`config.mk`:
```
export PLATFORM = sky130hd
export DESIGN_NAME = imc_slice
export DESIGN_NICKNAME = d
export VERILOG_FILES = /design/src/imc_pkg.sv /design/src/imc_slice.sv
export VERILOG_INCLUDE_DIRS = /design/src /design/src/src
export SDC_FILE = /design/constraint.sdc
export NUM_CORES = 1
export LEC_CHECK = 0
export BUFFER_PORTS_ARGS = -buffer_cell sky130_fd_sc_hd__buf_2
export CAP_MARGIN = 30
export CORE_UTILIZATION = 45
export DETAILED_ROUTE_END_ITERATION = 10
export PLACE_DENSITY = 0.85
export SLEW_MARGIN = 20
export SYNTH_ARGS = -nofsm -noshare
export SYNTH_HDL_FRONTEND = slang
export SYNTH_SLANG_ARGS = --single-unit
```
`constraint.sdc`:
```
create_clock -name ref_clk -period 3.57 [get_ports ref_clk]
set_clock_uncertainty 0.2 [all_clocks]
set_input_delay 0.5355 -clock ref_clk [delete_from_list [all_inputs] [get_ports ref_clk]]
set_output_delay 0.5355 -clock ref_clk [all_outputs]
set_load 0.03 [all_outputs]
```
`src/imc_defs.svh`:
```
`ifndef IMC_DEFS_SVH
`define IMC_DEFS_SVH

// ----------------------------------------------------------------
// register map
// ----------------------------------------------------------------
`define IMC_ADDR_W 32
`define IMC_OFS_MODE 32'hffffe004
`define IMC_OFS_STATUS 32'hffffe100
`define IMC_OFS_MASK 32'hffffe104

// ----------------------------------------------------------------
// mode register field layout (source 2 in bits 23:16, source 3 in 31:24)
// ----------------------------------------------------------------
`define IMC_SRC2_LSB 16
`define IMC_SRC3_LSB 24
`define IMC_LVL_LSB 0
`define IMC_ROUTE_BIT 4
`define IMC_DET_LSB 5
`define IMC_MODE_RESET 32'h0000_0000
// writable mode bits; bits 3 and 7 of each source byte are reserved and read zero
`define IMC_MODE_WMASK 32'h7777_0000

// ----------------------------------------------------------------
// status / mask layout: bit 0 source 2, bit 1 source 3
// ----------------------------------------------------------------
`define IMC_NSRC 2

`endif

```
`src/imc_pkg.sv`:
```
package imc_pkg;
    // detection kinds, encoded as in the mode field
    typedef enum logic [1:0]
    {
        IMC_DET_LOW = 2'h0,
        IMC_DET_HIGH = 2'h1,
        IMC_DET_FALL = 2'h2,
        IMC_DET_RISE = 2'h3
    } imc_detect_type;
endpackage

```
`src/imc_slice.sv`:
```
`include "imc_defs.svh"

// Notes on behaviour
// RL1 - routing bit 0 keeps request off DMA trigger; 1 makes it a DMA start trigger
// RL2 - routing 0: level field 000 disables, 001..111 give CPU priority 1..7
// RL3 - routing 1: same field picks DMA channel 0..7
// RL4 - source 2 comes from pin b, source 3 from pin c, own fields each
// RL5 - source 3 routing bit acts exactly as source 2's
// RL6 - detect 00 low, 01 high, 10 fall, 11 rise; reserved read zero; reset zero
module imc_slice
    import imc_pkg::*;
#(
    parameter int NSRC = `IMC_NSRC
)
(
    input wire logic ref_clk, // system clock
    input wire logic resetn, // async reset, active low
    input wire logic [31:0] addr, // register address
    input wire logic [31:0] wdata, // write data
    input wire logic wr, // write strobe
    input wire logic rd, // read strobe
    output logic [31:0] rdata, // read data, cycle after rd
    input wire logic ext_irq_pin_b, // external pin feeding source 2
    input wire logic ext_irq_pin_c, // external pin feeding source 3
    output logic [NSRC-1:0] cpu_req, // request to cpu priority logic
    output logic [2:0] cpu_level_src2, // priority of source 2
    output logic [2:0] cpu_level_src3, // priority of source 3
    output logic [NSRC-1:0] dma_start, // dma start trigger, one cycle per edge, high every cycle a detected level holds
    output logic [2:0] dma_chan_src2, // dma channel for source 2
    output logic [2:0] dma_chan_src3, // dma channel for source 3
    output logic irq // level interrupt, unmasked status set
);

    // ----------------------------------------------------------------
    // elaboration check
    // ----------------------------------------------------------------
    if (NSRC != `IMC_NSRC)
    begin : g_bad
        $error("imc_slice serves exactly two sources");
    end

    // ----------------------------------------------------------------
    // pin synchronisers
    // ----------------------------------------------------------------
    logic [NSRC-1:0] sync1;
    logic [NSRC-1:0] sync2;
    logic [NSRC-1:0] pin_d; // delayed sample for edge detection
    logic [NSRC-1:0] next_sync1;
    logic [NSRC-1:0] next_sync2;
    logic [NSRC-1:0] next_pin_d;

    // only sync2 and pin_d are read by logic; sync1 feeds sync2 alone
    always_comb
    begin
        next_sync1 = {ext_irq_pin_c, ext_irq_pin_b}; // see RL4
        next_sync2 = sync1;
        next_pin_d = sync2;
    end

    always_ff @(posedge ref_clk or negedge resetn)
    begin
        if (!resetn)
        begin
            // pins idle high; resetting to one avoids a false low-level or edge event
            sync1 <= '1;
            sync2 <= '1;
            pin_d <= '1;
        end
        else
        begin
            sync1 <= next_sync1;
            sync2 <= next_sync2;
            pin_d <= next_pin_d;
        end
    end

    // ----------------------------------------------------------------
    // register file
    // ----------------------------------------------------------------
    logic [31:0] interrupt_mode_control_second;
    logic [NSRC-1:0] status;
    logic [NSRC-1:0] mask;
    logic [31:0] next_mode;
    logic [NSRC-1:0] next_status;
    logic [NSRC-1:0] next_mask;
    logic [31:0] next_rdata;
    logic [NSRC-1:0] event_hit;
    logic [NSRC-1:0] route;
    logic [2:0] lvl [NSRC];
    logic [1:0] det [NSRC];

    // per-source field extraction and detection
    for (genvar i = 0; i < NSRC; i++)
    begin : g_src
        localparam int BASE = (i == 0) ? `IMC_SRC2_LSB : `IMC_SRC3_LSB;
        assign route[i] = interrupt_mode_control_second[BASE+`IMC_ROUTE_BIT]; // see RL5
        assign lvl[i] = interrupt_mode_control_second[BASE+`IMC_LVL_LSB +: 3];
        assign det[i] = interrupt_mode_control_second[BASE+`IMC_DET_LSB +: 2];
        always_comb
        begin
            case (imc_detect_type'(det[i])) // see RL6
                IMC_DET_LOW: event_hit[i] = !sync2[i];
                IMC_DET_HIGH: event_hit[i] = sync2[i];
                IMC_DET_FALL: event_hit[i] = pin_d[i] && !sync2[i];
                IMC_DET_RISE: event_hit[i] = !pin_d[i] && sync2[i];
                default: event_hit[i] = 1'b0;
            endcase
        end
    end

    // register writes, sticky status, read-to-clear; set beats clear
    always_comb
    begin
        next_mode = interrupt_mode_control_second;
        next_mask = mask;
        next_status = status;
        next_rdata = '0;
        if (wr && addr == `IMC_OFS_MODE)
        begin
            next_mode = wdata & `IMC_MODE_WMASK; // reserved bits forced to zero; see RL6
        end
        if (wr && addr == `IMC_OFS_MASK)
        begin
            next_mask = wdata[NSRC-1:0];
        end
        if (rd)
        begin
            case (addr)
                `IMC_OFS_MODE: next_rdata = interrupt_mode_control_second;
                `IMC_OFS_STATUS: next_rdata = {30'h0, status};
                `IMC_OFS_MASK: next_rdata = {30'h0, mask};
                default: next_rdata = '0;
            endcase
            if (addr == `IMC_OFS_STATUS)
            begin
                next_status = '0;
            end
        end
        next_status = next_status | event_hit;
    end

    always_ff @(posedge ref_clk or negedge resetn)
    begin
        if (!resetn)
        begin
            interrupt_mode_control_second <= `IMC_MODE_RESET; // see RL6
            mask <= '0;
            status <= '0;
            rdata <= '0;
        end
        else
        begin
            interrupt_mode_control_second <= next_mode;
            mask <= next_mask;
            status <= next_status;
            rdata <= next_rdata;
        end
    end

    // ----------------------------------------------------------------
    // routing to cpu or dma
    // ----------------------------------------------------------------
    logic [NSRC-1:0] next_cpu_req;
    logic [NSRC-1:0] next_dma_start;

    // level 000 disables the cpu path; dma path ignores the level meaning
    always_comb
    begin
        for (int k = 0; k < NSRC; k++)
        begin
            next_cpu_req[k] = event_hit[k] && !route[k] && (lvl[k] != 3'h0); // see RL2
            next_dma_start[k] = event_hit[k] && route[k]; // see RL1
        end
    end

    always_ff @(posedge ref_clk or negedge resetn)
    begin
        if (!resetn)
        begin
            cpu_req <= '0;
            dma_start <= '0;
        end
        else
        begin
            cpu_req <= next_cpu_req;
            dma_start <= next_dma_start;
        end
    end

    // field carries priority or channel; the unused meaning reads zero
    assign cpu_level_src2 = route[0] ? 3'h0 : lvl[0]; // see RL2
    assign cpu_level_src3 = route[1] ? 3'h0 : lvl[1];
    assign dma_chan_src2 = route[0] ? lvl[0] : 3'h0; // see RL3
    assign dma_chan_src3 = route[1] ? lvl[1] : 3'h0;
    assign irq = |(status & mask);

    // ----------------------------------------------------------------
    // assertions
    // ----------------------------------------------------------------
    dma_off_cpu_a: assert property (@(posedge ref_clk) disable iff (!resetn)
        dma_start[0] |-> $past(route[0])) // see RL1
        else $error("dma trigger from source 2 while routed to cpu");
    cpu_gate_a: assert property (@(posedge ref_clk) disable iff (!resetn)
        cpu_req[0] |-> $past(lvl[0]) != 3'h0 && !$past(route[0])) // see RL2
        else $error("cpu request with level zero or dma routing");
    chan_pass_a: assert property (@(posedge ref_clk) disable iff (!resetn)
        route[1] |-> dma_chan_src3 == lvl[1] && cpu_level_src3 == 3'h0) // see RL3
        else $error("dma channel not taken from level field");
    pin_path_a: assert property (@(posedge ref_clk) disable iff (!resetn)
        det[1] == 2'h1 && $past(det[1]) == 2'h1 && $past(ext_irq_pin_c, 2)
        |=> status[1]) // see RL4
        else $error("pin c high did not set source 3 status");
    src3_dma_a: assert property (@(posedge ref_clk) disable iff (!resetn)
        dma_start[1] |-> !cpu_req[1] && $past(route[1])) // see RL5
        else $error("source 3 drove cpu and dma together");
    reserved_zero_a: assert property (@(posedge ref_clk) disable iff (!resetn)
        interrupt_mode_control_second[15:0] == 16'h0
        && !interrupt_mode_control_second[31] && !interrupt_mode_control_second[27]
        && !interrupt_mode_control_second[23] && !interrupt_mode_control_second[19]) // see RL6
        else $error("reserved mode bits not zero");
    rise_detect_a: assert property (@(posedge ref_clk) disable iff (!resetn)
        det[0] == 2'h3 && !pin_d[0] && sync2[0] |=> status[0]) // see RL6
        else $error("rising edge missed on source 2");
    irq_level_a: assert property (@(posedge ref_clk) disable iff (!resetn)
        (status & mask) != '0 |-> irq)
        else $error("interrupt low with unmasked status");

endmodule // imc_slice

```
# Yosys cells after proc, flatten, opt, wreduce, memory -nomap -nowiden
# Index checks and enable logic that the tools add are counted.
# totals
reg_bits	58
inputBits	70
out_inout_bits	49
word_cells	53
# classes
n_eq_ne	9
muxes	10
n_bitwise	2
reduce_logical	23
# op_table
cell	n
32-bit equality test (second input constant)	3
31-bit case mux with 3 select lines	1
31-bit two-way mux	1
1-bit logical AND	12
3-bit two-way mux	4
2-bit equality test (second input constant)	4
1-bit case mux with 4 select lines	2
1-bit logical NOT	6
3-bit nonzero test	2
2-bit by 1-bit equality test with 1-bit output (second input constant)	2
2-bit logical NOT	2
2-bit two-way mux	2
2-bit AND	1
2-bit OR	1
2-bit OR reduction	1

# Longest topological paths before layout
# Gate-level depths: netlist of run 1.
# depth
word_depth	5
depth_mapped	5

# Worst setup path after synthesis of run 1
# No wires, ideal clock.
# synth_timing
path_kind	input-to-reg
startpoint	input addr[21]
endpoint	register interrupt_mode_control_second[16]
setup_time_ps	125
arrival_time_ps	1909
required_ps	3245
slack_ps	1336
path_stages	5
path_cell_list	nand4_1 > or4_4 > nor4_4 > buf_6 > mux2_4
# synth_between
elab_chain_cells	2
# synth_lines
element	line	text
start, declared	imc_slice.sv:18	input wire logic [31:0] addr,
32-bit equality test	--	
1-bit logical AND (no line)	--	
end signal, assigned	imc_slice.sv:146	interrupt_mode_control_second <= `IMC_MODE_RESET;
end signal, assigned	imc_slice.sv:153	interrupt_mode_control_second <= next_mode;
end, declared	imc_slice.sv:80	logic [31:0] interrupt_mode_control_second;
# Every way passes these cells.
# A chain may end at the register's enable or synchronous reset.

# Final worst setup path of run 1
# layout_timing
startpoint	input addr[3]
endpoint	register interrupt_mode_control_second[26]
# The elaborated chain is that of the path after synthesis.

==> metrics.cfg, run 1 <==
[status]
status=completed

[yosys]
synthArstFlopShare_pct=100
synth_cell_types=28
synth_top_area_share_pct=46.9
synth.largest_area_cell=dfrtp_1
synth_flop_cell=dfrtp_1
yosys-top-cells-area=dfrtp_1, dfstp_2, mux2_4
netlist_instances=142
syn_area_um2=1820
ys_ff_latch=40
avgSynthCellArea_um2=12.8
seq_area_frac_synth_pct=55.5
synth_warnings=0
synth_edf_count=0

[global_routing]
grt_pass1_vias=1229
track_usage_pct=17.4
grt_overflow=0
grt_start_max_net_pins=41
grt_pass1_wl_um=5530
antenna_found_initial=0

[clock_network]
cts-root-buf=clkbuf_8
clock_latency_ps=280
cts_buffer_depth=2
cts_sinks=40
postCtsHoldBufs=0
cts_tree=built
cts_buffers=5
cts_htree_levels=2
cts_setup_buffers=0
path_clk_slew_ps=70
cts_resized=0

[cells_and_area]
area_delta_synth_final_pct=26.1
final_layout_size_suffix_gt1_share_pct=51.5
fillCellCount=313
fin_cells=277
antenna_cells=0
nNetsFinal=299

[drt]
dr.pass1.iters=4
routed_wl_um=3270
drtIter0Drc=60
wl_per_cell_um=11.8
vias_per_cell=4.61
drc=0
vias=1277
final_antenna_net_count=0

[sta]
drv_slew=0
worst_slew_pin_slew_ps=869
slew_headroom_pct=41.6
post-route-period-util_pct=68.1
fin_tns_setup_ps=0
setup_viol=0
min_period_ps=2430
rsz0062_at_grt=false
fmax_mhz=411
hold_viol=0

[min_path]
worstHoldPathType=input port to flip-flop
hold-path-endpoint=next_sync2[0]
worstHoldStart=ext_irq_pin_b
whs_path_depth=1

[setup_path]
crit_type=input port to flip-flop
crit_arrival_ps=2410
cp.required_ps=3550
crit_path_start_kind=input port
cp-end-kind=flip-flop
rr_startpoint=pin_d[1]
worstReg2RegEnd=status[1]
ff2ff_path_depth=3
crit_fanout=7
r2r_setup_slack_ps=2220

[pwr]
p_sw_uw=192
comb_power_share_pct=8.8
seqPwrFrac_pct=57.1
power.leakage_uw=0.00128
p_clk_share_pct=34.1
power_density_nw_per_um2=353
sw_frac_of_total_pct=23.8
vdd_ir_drop_max_mv=0.244
p_int_uw=615

[flow_run]
maxCapViolCount=0

[floorplanning]
dieArea_um2=4290
start_util_pct=48.1
die_h_um=65.5
rows=22
num_io_pins=119
die_x_um=65.5
design.core.area_um2=3770

[placed_design]
dpl.hpwl_um=2600
port_buffers=82
gp_congestion=0.773
placedCellCount=270

cells in the mapped netlist (2+ instances only):
master    n
dfrtp_1  34
and2_1   18
buf_4    18
mux2_4   10
nor2b_1  10
nor3_1    7
dfstp_2   6
inv_1     5
nand4_1   5
mux2_2    4
a31oi_1   2
mux2i_1   2
nand2_1   2
nor2_1    2
nor4_2    2
nor4b_2   2
o21ai_0   2
cell type report:
class / instances / area (µm²) / share of cell area (%)
clock buffers: 5 / 68.8 / 3.01
clock inverters: 2 / 12.5 / 0.547
inverters: 5 / 18.8 / 0.820
multi-input cells: 94 / 702 / 30.7
flip-flops and latches: 40 / 1010 / 44.1
well taps: 48 / 60.1 / 2.62
repair buffers: 83 / 418 / 18.3
worst max-delay path, cell delays in order:
cell and delay [ps]:
buf_2 100, nor4_2 350, nand4_2 230, nor4_4 550, buf_4 290, mux2_2 350
worst max path at each step:
stage               startpoint  cells past startpoint                                end  slack [ps]
floorplan             addr[21]                      5  interrupt_mode_control_second[16]        1340
global placement      addr[21]                      6  interrupt_mode_control_second[28]         820
detailed placement     addr[6]                      6  interrupt_mode_control_second[26]         800
CTS                    addr[6]                      6  interrupt_mode_control_second[26]        1100
global route           addr[6]                      6  interrupt_mode_control_second[26]        1030
finish                 addr[3]                      6  interrupt_mode_control_second[26]        1140
cells in the final DEF (no fill, tap or decap), types with 5 or more instances in the layout:
cell and n:
dfstp_2 6, nand4_1 5, and2_1 18, conb_1 18, nor3_1 7, clkbuf_8 5, buf_2 82, nor2b_1 10
inv_1 5, mux2_4 10, dfrtp_1 34
state kept, by name, indices dropped and copies added (netlist names):
| register | count |
|---|---|
| status | 2 |
| next_pin_d | 2 |
| interrupt_mode_control_second | 12 |
| pin_d | 2 |
| rdata | 14 |
| cpu_req | 2 |
| mask | 2 |
| next_sync2 | 2 |
| dma_start | 2 |
cell families (layout without fill, tap and decap cells):
kind of cell | after synthesis | after routing | share of synthesized area (%)
and+or+nand+nor | 55 | 55 | 21.4
DFF | 40 | 40 | 55.5
buffers and inverters | 25 | 95 | 9.30
muxes | 16 | 16 | 11.9
AOI/OAI and AO/OA | 5 | 5 | 1.72
other | 1 | 18 | 0.207
layer usage:
metal	routed length (µm)	vias to the layer above	GRT usage, %
li1	-	621	-
met1	1340	598	20.8
met2	1710	53	29.1
met3	186	5	4.69
met4	36	0	8.15
met5	0	-	0
power by group through the flow:
stage | clock network (µW) | registers, µW | logic [µW]
global route | 304 | 461 | 78.5
floorplan | 0 | 469 | 47.5
CTS | 284 | 461 | 71.7
detailed placement | 0 | 470 | 71.6
finish | 275 | 461 | 71.0
global placement | 0 | 469 | 70.1
metrics by stage:
| stage | hold slack (ps) | total power (µW) | setup WS, ps | util, % | area (µm²) |
|---|---|---|---|---|---|
| after floorplan | 39.9 | 517 | 1340 | - | 1880 |
| after global placement | 146 | 539 | 819 | 58.5 | 2210 |
| after detailed placement | 148 | 541 | 799 | 58.5 | 2210 |
| after CTS | 135 | 817 | 1100 | 60.7 | 2290 |
| after global routing | 134 | 844 | 1030 | 60.7 | 2290 |
| final | 144 | 807 | 1140 | 60.7 | 2290 |
Note: power is estimated with default switching activity, not from simulation.
==> run 2: changes to the inputs <==
--- a/config.mk
+++ b/config.mk
@@ -8,9 +8,9 @@
 export LEC_CHECK = 0
 export BUFFER_PORTS_ARGS = -buffer_cell sky130_fd_sc_hd__buf_2
 export CAP_MARGIN = 30
-export CORE_UTILIZATION = 45
+export CORE_UTILIZATION = 42
 export DETAILED_ROUTE_END_ITERATION = 10
-export PLACE_DENSITY = 0.85
+export PLACE_DENSITY = 0.8
 export SLEW_MARGIN = 20
 export SYNTH_ARGS = -nofsm -noshare
 export SYNTH_HDL_FRONTEND = slang
==> constraint.sdc (replaced) <==
create_clock -name ref_clk -period 2.4 [get_ports ref_clk]
set_clock_uncertainty 0.2 [all_clocks]
set_input_delay 0.36 -clock ref_clk [delete_from_list [all_inputs] [get_ports ref_clk]]
set_output_delay 0.36 -clock ref_clk [all_outputs]
set_load 0.03 [all_outputs]
==> run 2 against run 1 <==
  * Final area grew 4.5%
  * Flip-flop and latch count is the same
  * Register-to-register slack lost 1200 ps
  * Sequential power grew 49%
  * Combinational power grew 61%
  * Highest routed layer unchanged
==> metrics.cfg, run 2 (synthesis gave the netlist of run 1 again) <==
[status]
status=completed

[setup_path]
crit_arrival_ps=1870
ff2ff_path_depth=3
slowest_stage=or4_4
crit_fanout=12
slowest_delay_ps=590
crit_type=input port to flip-flop
crit_path_start_kind=input port
cp_cell_sequence=buf_2 -> nand4_1 -> or4_4 -> nor4_4 -> buf_12 -> mux2_2
cp.required_ps=2370
cp-end-kind=flip-flop

[pwr]
vdd_ir_drop_max_mv=0.335
power.leakage_uw=0.00132
power_density_nw_per_um2=557

[clock_network]
cts_sinks=40
path_clk_slew_ps=80
cts_tree=built
cts-root-buf=clkbuf_8
cts_buffers=5
cts_buffer_depth=2
clock_latency_ps=290
cts_htree_levels=2
cts_setup_buffers=0

[drt]
dr.pass1.iters=3
routed_wl_um=3470
wl_per_cell_um=12.2
vias=1263
drc=0
final_antenna_net_count=0
vias_per_cell=4.43
drtIter0Drc=33

[placed_design]
gp_congestion=0.773
pre_cts_ws_ps=192
port_buffers=82

[global_routing]
track_usage_pct=16.9
antenna_found_initial=0
grtUsageMet3_pct=4.22
top_usage_layer=met2
grt_pass1_vias=1271
grt_overflow=0
grt_pass1_wl_um=5570
gr-usage-met1_pct=18.8
grt_start_max_net_pins=41
grtUsageMet2_pct=29.8

[min_path]
worstHoldPathType=input port to flip-flop
whs_path_depth=2

[floorplanning]
die_h_um=67.7
rows=23
num_io_pins=119
design.core.area_um2=4090
die_x_um=67.7
start_util_pct=44.4
dieArea_um2=4590

[cells_and_area]
layout_common_cells=buf_2, dfrtp_1, and2_1, conb_1
multi_input_area_um2=702
reg.largest.list=rdata x14, interrupt_mode_control_second x12
mostFrequentLayoutCell=buf_2
nNetsFinal=304
largest_register_ff_count=14
antenna_cells=0
area.sequential_um2=1010
top_register=rdata
fillCellCount=379
final_layout_size_suffix_gt1_share_pct=51.5
area_delta_synth_final_pct=31.7

[sta]
fmax_mhz=529
fin_tns_setup_ps=0
min_period_ps=1890
drv_slew=0
post-route-period-util_pct=78.8
worst_slack_ps=508
setup_viol=0
hold_viol=0
rsz0062_at_grt=false

[flow_run]
maxCapViolCount=0

run 2: cell types whose count changed in the layout (fill, tap and decap cells not counted), sizes merged:
cell / before / now
bufinv: 0 / 1
buf: 83 / 85
dlygate4sd3: 0 / 3
run 2: what timing repair did:
action / in CTS / in global routing
hold buffers: 3 / 0
resized for setup: 0 / 0
endpoints found under the hold margin: 22 / 0
run 2: final cells by class:
type | instances | share of cell area (%)
flip-flops and latches | 40 | 42.2
multi-input cells | 94 | 29.4
repair buffers | 88 | 20.4
clock buffers | 5 | 2.88
well taps | 50 | 2.62
clock inverters | 3 | 1.78
inverters | 5 | 0.785
run 2: final timing paths:
check,from,slack [ps],endpoint
min in group asynchronous,resetn,230,cpu_req[1]
worst min-delay path,wdata[25],90,interrupt_mode_control_second[25]
worst max-delay path,addr[21],510,interrupt_mode_control_second[28]
worst max register to register,next_pin_d[0],1010,status[0]
max in group asynchronous,resetn,1300,next_pin_d[1]
worst min register to register,next_sync2[0],160,next_pin_d[0]
run 2: routing by layer:
metal / vias to the layer above / part of all wire, % / wire [µm]
met5: - / 0 / 0
li1: 628 / - / -
met2: 43 / 53 / 1830
met4: 0 / 1.8 / 63
met1: 585 / 41 / 1410
met3: 7 / 4.6 / 158
run 2: worst max-delay path, delay by kind of cell:
| family | cells | cell delay, ps |
|---|---|---|
| buffers and inverters | 2 | 280 |
| muxes | 1 | 340 |
| and+or+nand+nor | 3 | 880 |
run 2: report_power, final:
group / internal (µW) / total (µW) / switching [µW]
sequential: 683 / 686 / 2.66
clock: 307 / 532 / 225
combinational: 42.2 / 114 / 71.9
run 2: per-stage QoR:
| stage | total power (µW) | instance area, µm² | std cells | utilization [%] | hold WS [ps] |
|---|---|---|---|---|---|
| floorplan | 768 | 1880 | 159 | - | -136 |
| global placement | 802 | 2230 | 273 | 54.6 | 146 |
| detailed placement | 805 | 2230 | 273 | 54.6 | 148 |
| CTS | 1350 | 2370 | 284 | 58.0 | 83.4 |
| global route | 1380 | 2390 | 285 | 58.5 | 87.8 |
| finish | 1330 | 2390 | 285 | 58.5 | 92.7 |
